<file path="config.mk">
export PLATFORM = sky130hd
export DESIGN_NAME = acr_regs
export DESIGN_NICKNAME = d
export VERILOG_FILES = /design/src/acr_pkg.sv /design/src/acr_sync2.sv /design/src/acr_regs.sv
export SDC_FILE = /design/constraint.sdc
export NUM_CORES = 1
export LEC_CHECK = 0
export BUFFER_PORTS_ARGS = -buffer_cell sky130_fd_sc_hd__buf_2
export CAP_MARGIN = 10
export CORE_MARGIN = 4
export CORE_UTILIZATION = 53
export DETAILED_ROUTE_END_ITERATION = 8
export GPL_ROUTABILITY_DRIVEN = 0
export PLACE_DENSITY = 0.82
export SLEW_MARGIN = 20
export SYNTH_ARGS = -nofsm -noshare
export SYNTH_HDL_FRONTEND = slang
export SYNTH_SLANG_ARGS = --single-unit
</file>
<file path="constraint.sdc">
create_clock -name core_clk -period 2.2 [get_ports core_clk]
set_clock_uncertainty 0.2 [all_clocks]
set_input_delay 0.22 -clock core_clk [delete_from_list [all_inputs] [get_ports core_clk]]
set_output_delay 0.22 -clock core_clk [all_outputs]
set_load 0.005 [all_outputs]
</file>
<file path="src/acr_pkg.sv">
// constants for the converter configuration register slice
package acr_pkg;
  // register offsets on the configuration port
  localparam logic [14:0] ADDR_SUPPLY_NOISE = 15'h002b;
  localparam logic [14:0] ADDR_SYNC_POS = 15'h002c;
  localparam logic [14:0] ADDR_FULLSCALE_CODE = 15'h0030;
  localparam logic [14:0] ADDR_POWER1 = 15'h0037;
  // reset values
  localparam logic [7:0] RST_SUPPLY_NOISE = 8'h10;
  localparam logic [23:0] RST_SYNC_POS = 24'h000000;
  localparam logic [15:0] RST_FULLSCALE_CODE = 16'ha000;
  localparam logic [7:0] RST_POWER1 = 8'h4b;
  // field positions in the supply noise register
  localparam int BIT_ANALOG_QUIET = 2;
  localparam int BIT_CLOCK_QUIET = 0;
  // power profile codes and the recommended full-scale minimum
  localparam logic [7:0] PROFILE_LOW_POWER = 8'h46;
  localparam logic [7:0] PROFILE_HIGH_PERF = 8'h4b;
  localparam logic [15:0] FS_MIN_RECOMMENDED = 16'h2000;
  // sync delay select width
  localparam int SYNC_SEL_W = 4;
  // serial command width: read flag, 15 address bits
  localparam int CMD_W = 16;
  localparam int ADDR_W = 15;
endpackage

</file>
<file path="src/acr_sync2.sv">
// two flip-flop synchroniser for pin inputs
`timescale 1ns/1ps
module acr_sync2 #(
  parameter int W = 1
) (
  input wire logic core_clk,
  input wire logic reset_n,
  input wire logic [W-1:0] din,
  output logic [W-1:0] dout
);
  logic [W-1:0] stage1;

  // first stage is read only by the second
  always_ff @(posedge core_clk) begin
    if (!reset_n) begin
      stage1 <= '0;
      dout <= '0;
    end else begin
      stage1 <= din;
      dout <= stage1;
    end
  end
endmodule

</file>
<file path="src/acr_regs.sv">
// configuration register slice with its serial configuration port
`timescale 1ns/1ps
//
// Summary of operation
// - bit 2 enables analog rail noise suppression
// - bit 0 enables clock rail noise suppression
// - read-only 24-bit sync edge position
// - 16-bit full-scale code, resets 0xa000
// - power profile codes 0x46 low, 0x4b high
// - four-bit sync delay select chooses delay
module acr_regs
  import acr_pkg::*;
(
  input wire logic core_clk,
  input wire logic reset_n,
  input wire logic cfg_sclk,
  input wire logic cfg_cs_n,
  input wire logic cfg_sdi,
  output logic cfg_sdo,
  output logic cfg_sdo_oe,
  input wire logic [23:0] sync_edge_position,
  input wire logic [SYNC_SEL_W-1:0] sync_delay_select,
  output logic analog_rail_quiet_en,
  output logic clock_rail_quiet_en,
  output logic [15:0] fullscale_code,
  output logic [7:0] power_profile_code1,
  output logic low_power_active,
  output logic fs_below_recommended,
  output logic [SYNC_SEL_W-1:0] sync_delay_applied
);
  // ==========================================================
  // pin synchronisers
  logic [2:0] pins_raw;
  logic [2:0] pins_s;
  logic sclk_s;
  logic cs_n_s;
  logic sdi_s;
  assign pins_raw = {cfg_sclk, cfg_cs_n, cfg_sdi};

  acr_sync2 #(.W(3)) u_sync_pins (
    .core_clk(core_clk),
    .reset_n(reset_n),
    .din(pins_raw),
    .dout(pins_s)
  );
  assign sclk_s = pins_s[2];
  assign cs_n_s = pins_s[1];
  assign sdi_s = pins_s[0];

  // the measured position is a slow analog status; synchronise it whole
  logic [23:0] pos_s;
  acr_sync2 #(.W(24)) u_sync_pos (
    .core_clk(core_clk),
    .reset_n(reset_n),
    .din(sync_edge_position),
    .dout(pos_s)
  );

  // the delay select lives in another register; synchronise it too
  logic [SYNC_SEL_W-1:0] sel_s;
  acr_sync2 #(.W(SYNC_SEL_W)) u_sync_sel (
    .core_clk(core_clk),
    .reset_n(reset_n),
    .din(sync_delay_select),
    .dout(sel_s)
  );

  // ==========================================================
  // serial frame engine: 16 command bits, then data bytes
  typedef enum logic [1:0] {
    ACR_IDLE = 2'b00,
    ACR_CMD = 2'b01,
    ACR_DATA = 2'b10
  } acr_state_t;

  acr_state_t state;
  logic sclk_d;
  logic rise;
  logic fall;
  logic [CMD_W-1:0] shreg;
  logic [4:0] bitcnt;
  logic rd;
  logic [ADDR_W-1:0] addr;
  logic [7:0] txbyte;
  logic wr_pulse;
  logic [7:0] wr_data;
  logic [ADDR_W-1:0] wr_addr;
  logic [7:0] rd_byte;

  assign rise = sclk_s & ~sclk_d;
  assign fall = ~sclk_s & sclk_d;

  // edge detect on the synchronised clock only
  always_ff @(posedge core_clk) begin
    if (!reset_n) begin
      sclk_d <= 1'b0;
    end else begin
      sclk_d <= sclk_s;
    end
  end

  // shifting and address stepping; address ascends across streamed bytes
  always_ff @(posedge core_clk) begin
    if (!reset_n) begin
      state <= ACR_IDLE;
      shreg <= '0;
      bitcnt <= 5'h00;
      rd <= 1'b0;
      addr <= '0;
      wr_pulse <= 1'b0;
      wr_data <= 8'h00;
      wr_addr <= '0;
    end else begin
      wr_pulse <= 1'b0;
      if (cs_n_s) begin
        state <= ACR_IDLE;
        bitcnt <= 5'h00;
      end else begin
        case (state)
          ACR_IDLE: begin
            state <= ACR_CMD;
            bitcnt <= 5'h00;
          end
          ACR_CMD: begin
            if (rise) begin
              shreg <= {shreg[CMD_W-2:0], sdi_s};
              if (bitcnt == 5'(CMD_W - 1)) begin
                rd <= shreg[CMD_W-2];
                addr <= {shreg[ADDR_W-2:0], sdi_s};
                bitcnt <= 5'h00;
                state <= ACR_DATA;
              end else begin
                bitcnt <= bitcnt + 5'h01;
              end
            end
          end
          ACR_DATA: begin
            if (rise) begin
              shreg <= {shreg[CMD_W-2:0], sdi_s};
              if (bitcnt == 5'h07) begin
                bitcnt <= 5'h00;
                addr <= addr + 15'h0001;
                wr_pulse <= ~rd;
                wr_data <= {shreg[6:0], sdi_s};
                wr_addr <= addr;
              end else begin
                bitcnt <= bitcnt + 5'h01;
              end
            end
          end
          default: state <= ACR_IDLE;
        endcase
      end
    end
  end

  // ==========================================================
  // register storage
  logic [7:0] supply_noise_ctrl;
  logic [15:0] fullscale_range_adjust;
  logic [7:0] power_profile_select1;

  // writable registers; multi-byte registers are big-endian in address
  always_ff @(posedge core_clk) begin
    if (!reset_n) begin
      supply_noise_ctrl <= RST_SUPPLY_NOISE;
      fullscale_range_adjust <= RST_FULLSCALE_CODE;
      power_profile_select1 <= RST_POWER1;
    end else if (wr_pulse) begin
      case (wr_addr)
        // reserved bits are stored as written; keeping them default is
        // software's job, the device does not police them
        ADDR_SUPPLY_NOISE: supply_noise_ctrl <= wr_data;
        ADDR_FULLSCALE_CODE: fullscale_range_adjust[15:8] <= wr_data;
        ADDR_FULLSCALE_CODE + 15'h0001:
          fullscale_range_adjust[7:0] <= wr_data;
        // reserved codes are stored; decode below treats them as high perf
        ADDR_POWER1: power_profile_select1 <= wr_data;
        // position register offsets fall through: writes ignored
        default: supply_noise_ctrl <= supply_noise_ctrl;
      endcase
    end
  end

  // read mux; each position byte is read live with no snapshot, unmapped reads give zero
  always_comb begin
    case (addr)
      ADDR_SUPPLY_NOISE: rd_byte = supply_noise_ctrl;
      ADDR_SYNC_POS: rd_byte = pos_s[23:16];
      ADDR_SYNC_POS + 15'h0001: rd_byte = pos_s[15:8];
      ADDR_SYNC_POS + 15'h0002: rd_byte = pos_s[7:0];
      ADDR_FULLSCALE_CODE: rd_byte = fullscale_range_adjust[15:8];
      ADDR_FULLSCALE_CODE + 15'h0001: rd_byte = fullscale_range_adjust[7:0];
      ADDR_POWER1: rd_byte = power_profile_select1;
      default: rd_byte = 8'h00;
    endcase
  end

  // serial output: load each data byte at its start, shift out on falling edges
  always_ff @(posedge core_clk) begin
    if (!reset_n) begin
      txbyte <= 8'h00;
      cfg_sdo <= 1'b0;
      cfg_sdo_oe <= 1'b0;
    end else begin
      cfg_sdo_oe <= ~cs_n_s & rd & (state == ACR_DATA);
      if (state == ACR_DATA && rd && fall) begin
        if (bitcnt == 5'h00) begin
          cfg_sdo <= rd_byte[7];
          txbyte <= {rd_byte[6:0], 1'b0};
        end else begin
          cfg_sdo <= txbyte[7];
          txbyte <= {txbyte[6:0], 1'b0};
        end
      end
    end
  end

  // ==========================================================
  // control outputs registered from the fields
  always_ff @(posedge core_clk) begin
    if (!reset_n) begin
      analog_rail_quiet_en <= 1'b0;
      clock_rail_quiet_en <= 1'b0;
      fullscale_code <= RST_FULLSCALE_CODE;
      power_profile_code1 <= RST_POWER1;
      low_power_active <= 1'b0;
      fs_below_recommended <= 1'b0;
      sync_delay_applied <= '0;
    end else begin
      analog_rail_quiet_en <= supply_noise_ctrl[BIT_ANALOG_QUIET];
      clock_rail_quiet_en <= supply_noise_ctrl[BIT_CLOCK_QUIET];
      fullscale_code <= fullscale_range_adjust;
      power_profile_code1 <= power_profile_select1;
      low_power_active <=
        (power_profile_select1 == PROFILE_LOW_POWER);
      // flag only; low codes are still applied
      fs_below_recommended <=
        (fullscale_range_adjust < FS_MIN_RECOMMENDED);
      sync_delay_applied <= sel_s;
    end
  end

  // ==========================================================
  // checks
  a_analog_quiet_follow: assert property (@(posedge core_clk)
    disable iff (!reset_n)
    ##1 analog_rail_quiet_en == $past(supply_noise_ctrl[BIT_ANALOG_QUIET]))
    else $error("analog rail enable does not follow bit");
  a_clock_quiet_follow: assert property (@(posedge core_clk)
    disable iff (!reset_n)
    ##1 clock_rail_quiet_en == $past(supply_noise_ctrl[BIT_CLOCK_QUIET]))
    else $error("clock rail enable does not follow bit");
  a_pos_read_value: assert property (@(posedge core_clk)
    disable iff (!reset_n)
    (addr == ADDR_SYNC_POS) |-> rd_byte == pos_s[23:16])
    else $error("position high byte read wrong");
  a_fs_code_out: assert property (@(posedge core_clk)
    disable iff (!reset_n)
    wr_pulse && wr_addr == ADDR_FULLSCALE_CODE |=> ##1
      fullscale_code[15:8] == $past(wr_data, 2))
    else $error("full-scale high byte not applied");
  a_low_power_dec: assert property (@(posedge core_clk)
    disable iff (!reset_n)
    wr_pulse && wr_addr == ADDR_POWER1 |=> ##1
      low_power_active == ($past(wr_data, 2) == PROFILE_LOW_POWER))
    else $error("low power decode wrong");
  a_sel_applied: assert property (@(posedge core_clk)
    disable iff (!reset_n)
    ##1 sync_delay_applied == $past(sel_s))
    else $error("delay select not applied");
  a_pos_write_ignored: assert property (@(posedge core_clk)
    disable iff (!reset_n)
    wr_pulse && wr_addr == ADDR_SYNC_POS |=> $stable(supply_noise_ctrl)
      && $stable(fullscale_range_adjust) && $stable(power_profile_select1))
    else $error("write to position register changed state");
endmodule

</file>
==> results by group <==
Worst setup path
  • Flop2flop setup slack: 0.07 ns
  • Worst path max stage delay: 0.37 ns
  • Critical path origin: addr[0]$_SDFFE_PN0P_
  • WP data arrival: 2.24 ns
  • FF-to-FF End: txbyte[4]$_SDFFE_PN0P_
  • CP max-delay cell: dfxtp_2
  • Crit path to: txbyte[4]$_SDFFE_PN0P_
  • Critical path fanouts, max: 5
  • FF-to-FF path depth: 8
  • Setup CP Type: flop to flop
  • Worst endpoint required time: 2.31 ns
  • Element type at the critical path start: flop
  • Reg-to-reg startpoint: addr[0]$_SDFFE_PN0P_
  • Crit path cell chain: inv_2 -> ha_4 -> buf_4 -> a222oi_1 -> inv_1 -> a32o_1 -> a211oi_1 -> nor3_1
  • CP Capture Type: flop

Yosys
  • Mapped Avg Cell Area: 9.57 sq um
  • Post-synth top flop: dfxtp_1
  • Net Count, Synth: 855
  • Register area share after synthesis: 0.511
  • Synth warnings: 0
  • Synth Instances: 810
  • Flop and latch count out of synthesis: 198
  • Yosys cell types: 60
  • Async set or reset register ratio after synthesis: 0
  • Synthesized cell area: 0.00775 sq mm
  • Post-synth EDFFs: 0

Route
  • DR DRC count: 0
  • Via count: 6,059
  • Antenna viol nets, final: 0
  • Routed vias/inst: 5.44
  • WL final: 17.1 mm
  • Initial drt markers: 501
  • 1st-pass router iterations: 5
  • Wire per inst: 15.3 um

Global route
  • Largest net degree at the start of global routing: 106
  • Vias in the first global route: 5,654
  • GR Overflow Total: 0
  • Initial antenna violation count: 0
  • First-pass GRT wire length: 28.0 mm
  • GRT Util Overall: 0.212

Cells and area
  • Syn-to-layout area delta: 22.4%
  • Share of cells above drive strength 1: 0.199
  • Most frequent cells in the layout: dfxtp_1 (192), nand2_1 (111), and2_1 (93)
  • ANT cells: 0
  • Nets: 966
  • Final Instance Count excl. Fillers: 1,114
  • Most common cell after layout, fill and taps aside: dfxtp_1

Clocking
  • Clock slew at reported path FFs: 0.07 ns
  • # clock sinks: 198
  • Clk_lat worst skew: 0.43 ns
  • Worst-case clock buffer depth: 2
  • H-Tree Depth: 4
  • Root Buffer: clkbuf_16
  • CTS tree: built
  • Num CTS Buffers: 17

STA
  • Upper clock frequency limit: 0.470 GHz
  • PnR worst setup slack: 0.0712 ns
  • Unrepaired setup endpoints after global routing: no
  • Rel. slew slack: 0.656
  • Setup Viol. Count Final: 0
  • Max Slew Vio Count: 0
  • Fin. Hold Viols: 0
  • Fin crit share: 0.968
  • Min cycle time layout: 2.13 ns
  • Worst Tran Pin Value: 0.516 ns

Worst hold path
  • HP Class: flop to flop

Die
  • Core Footprint: 0.0141 sq mm
  • Die area: 0.0166 sq mm
  • Die X: 129 um
  • Top Ports: 67
  • Die Height: 129 um
  • Rows: 43
  • Initial core utilization: 0.550

Placed design
  • Placed cell count: 1,049
  • Post-DP HPWL: 11.4 mm
  • Port bufs: 66
  • Worst slack at placement: -0.0276 ns

Job
  • Max-cap violations: 0

Power and ir drop
  • PwrDens: 730 mW/mm^2
  • Leakage power: 0.00363 uW
  • Peak VDD IR: 0.685 mV

Run status
  • Status: finished clean
-- registers in the layout, indices dropped and copies added (netlist names), 15 cells and up --
name                    count
addr                       15
fullscale_code             16
fullscale_range_adjust     16
shreg                      15
u_sync_pos.dout            24
u_sync_pos.stage1          24
wr_addr                    15
-- cell type report --
class	count	area [sq um]
repair buffers	140	993
inverters	21	78.8
clock inverters	13	139
flip-flops and latches	198	3970
fillers	1057	4610
well taps	180	225
multi-input cells	543	3640
clock buffers	19	443
-- metrics by stage --
step / utilization / area, sq um / setup TNS (ns) / power (uW) / hold WS (ns)
after global routing: 0.673 / 9490 / 0 / 7160 / 0.247
after floorplan: - / 7750 / 0 / 3870 / 0.147
after CTS: 0.665 / 9370 / 0 / 6970 / 0.233
final: 0.673 / 9490 / 0 / 6930 / 0.232
after global placement: 0.600 / 8460 / 0 / 3940 / 0.217
after detailed placement: 0.600 / 8460 / -0.140 / 3940 / 0.217
-- worst min-delay path by stage --
stage,from,endpoint,slack (ns),cells past startpoint
2_1_floorplan,cfg_sdi,u_sync_pins.stage1[0]$_SDFF_PN0_,0.15,1
3_3_place_gp,u_sync_pos.stage1[19]$_SDFF_PN0_,u_sync_pos.dout[19]$_SDFF_PN0_,0.22,1
3_5_place_dp,u_sync_pos.stage1[19]$_SDFF_PN0_,u_sync_pos.dout[19]$_SDFF_PN0_,0.22,1
4_1_cts,u_sync_pos.stage1[19]$_SDFF_PN0_,u_sync_pos.dout[19]$_SDFF_PN0_,0.23,1
5_1_grt,u_sync_pos.stage1[8]$_SDFF_PN0_,u_sync_pos.dout[8]$_SDFF_PN0_,0.25,1
6_report,u_sync_pins.stage1[2]$_SDFF_PN0_,u_sync_pins.dout[2]$_SDFF_PN0_,0.23,1
-- cells in the mapped netlist, types with 5 or more instances --
master / number / area share
a21boi_0: 39 / 0.038
a21oi_1: 22 / 0.014
a222oi_1: 8 / 0.010
a22oi_1: 14 / 0.014
and2_1: 93 / 0.075
and3_1: 9 / 0.0073
clkbuf_1: 43 / 0.021
dfxtp_1: 198 / 0.51
ha_1: 12 / 0.019
inv_1: 21 / 0.010
mux2i_1: 34 / 0.044
nand2_1: 111 / 0.054
nand2b_1: 8 / 0.0065
nand3_1: 14 / 0.0090
nor2_1: 31 / 0.015
nor2b_1: 32 / 0.026
nor3_1: 9 / 0.0058
nor3b_1: 5 / 0.0048
o21ai_0: 18 / 0.012
o21ai_1: 6 / 0.0039
o221a_2: 7 / 0.010
o22ai_1: 5 / 0.0040
-- kinds of logic (layout without fill, tap and decap cells) --
family	count (synthesis)	in the layout	synth area share
flip-flops	198	198	0.511
adder cells (fa/ha/maj)	12	12	0.0194
AO/OA/AOI/OAI	149	149	0.137
AND/OR/NAND/NOR	346	346	0.251
buffers and inverters	69	193	0.0341
multiplexers	36	36	0.0468
-- timing repair --
action                                 4_1_cts  5_1_grt
hold buffers                                32        0
gates cloned                                 0        0
endpoints found under the hold margin       36        0
setup buffers                                1        0
resized for setup                            2       28
pin swaps                                    0        9
setup endpoints to repair                   12       20
-- report_power, final --
part           switching, uW  total (uW)  internal, uW
combinational            114         252           138
clock                   1380        3020          1630
sequential              18.1        3660          3640
-- worst max-delay path: cells and delay by family, from the launching register on --
family | cells | cell delay [ns]
buf+inv | 3 | 0.36
compound gates | 3 | 0.82
flops | 1 | 0.37
fa+ha+maj | 1 | 0.19
simple gates | 1 | 0.09
-- metal layers --
metal / global-route usage / up-vias / wire length, um
li1: - / 3010 / -
met1: 0.289 / 2826 / 7690
met2: 0.337 / 196 / 7990
met3: 0.0428 / 27 / 1100
met4: 0.0729 / 0 / 301
met5: 0 / - / 0
(Power assumes the default switching activity.)
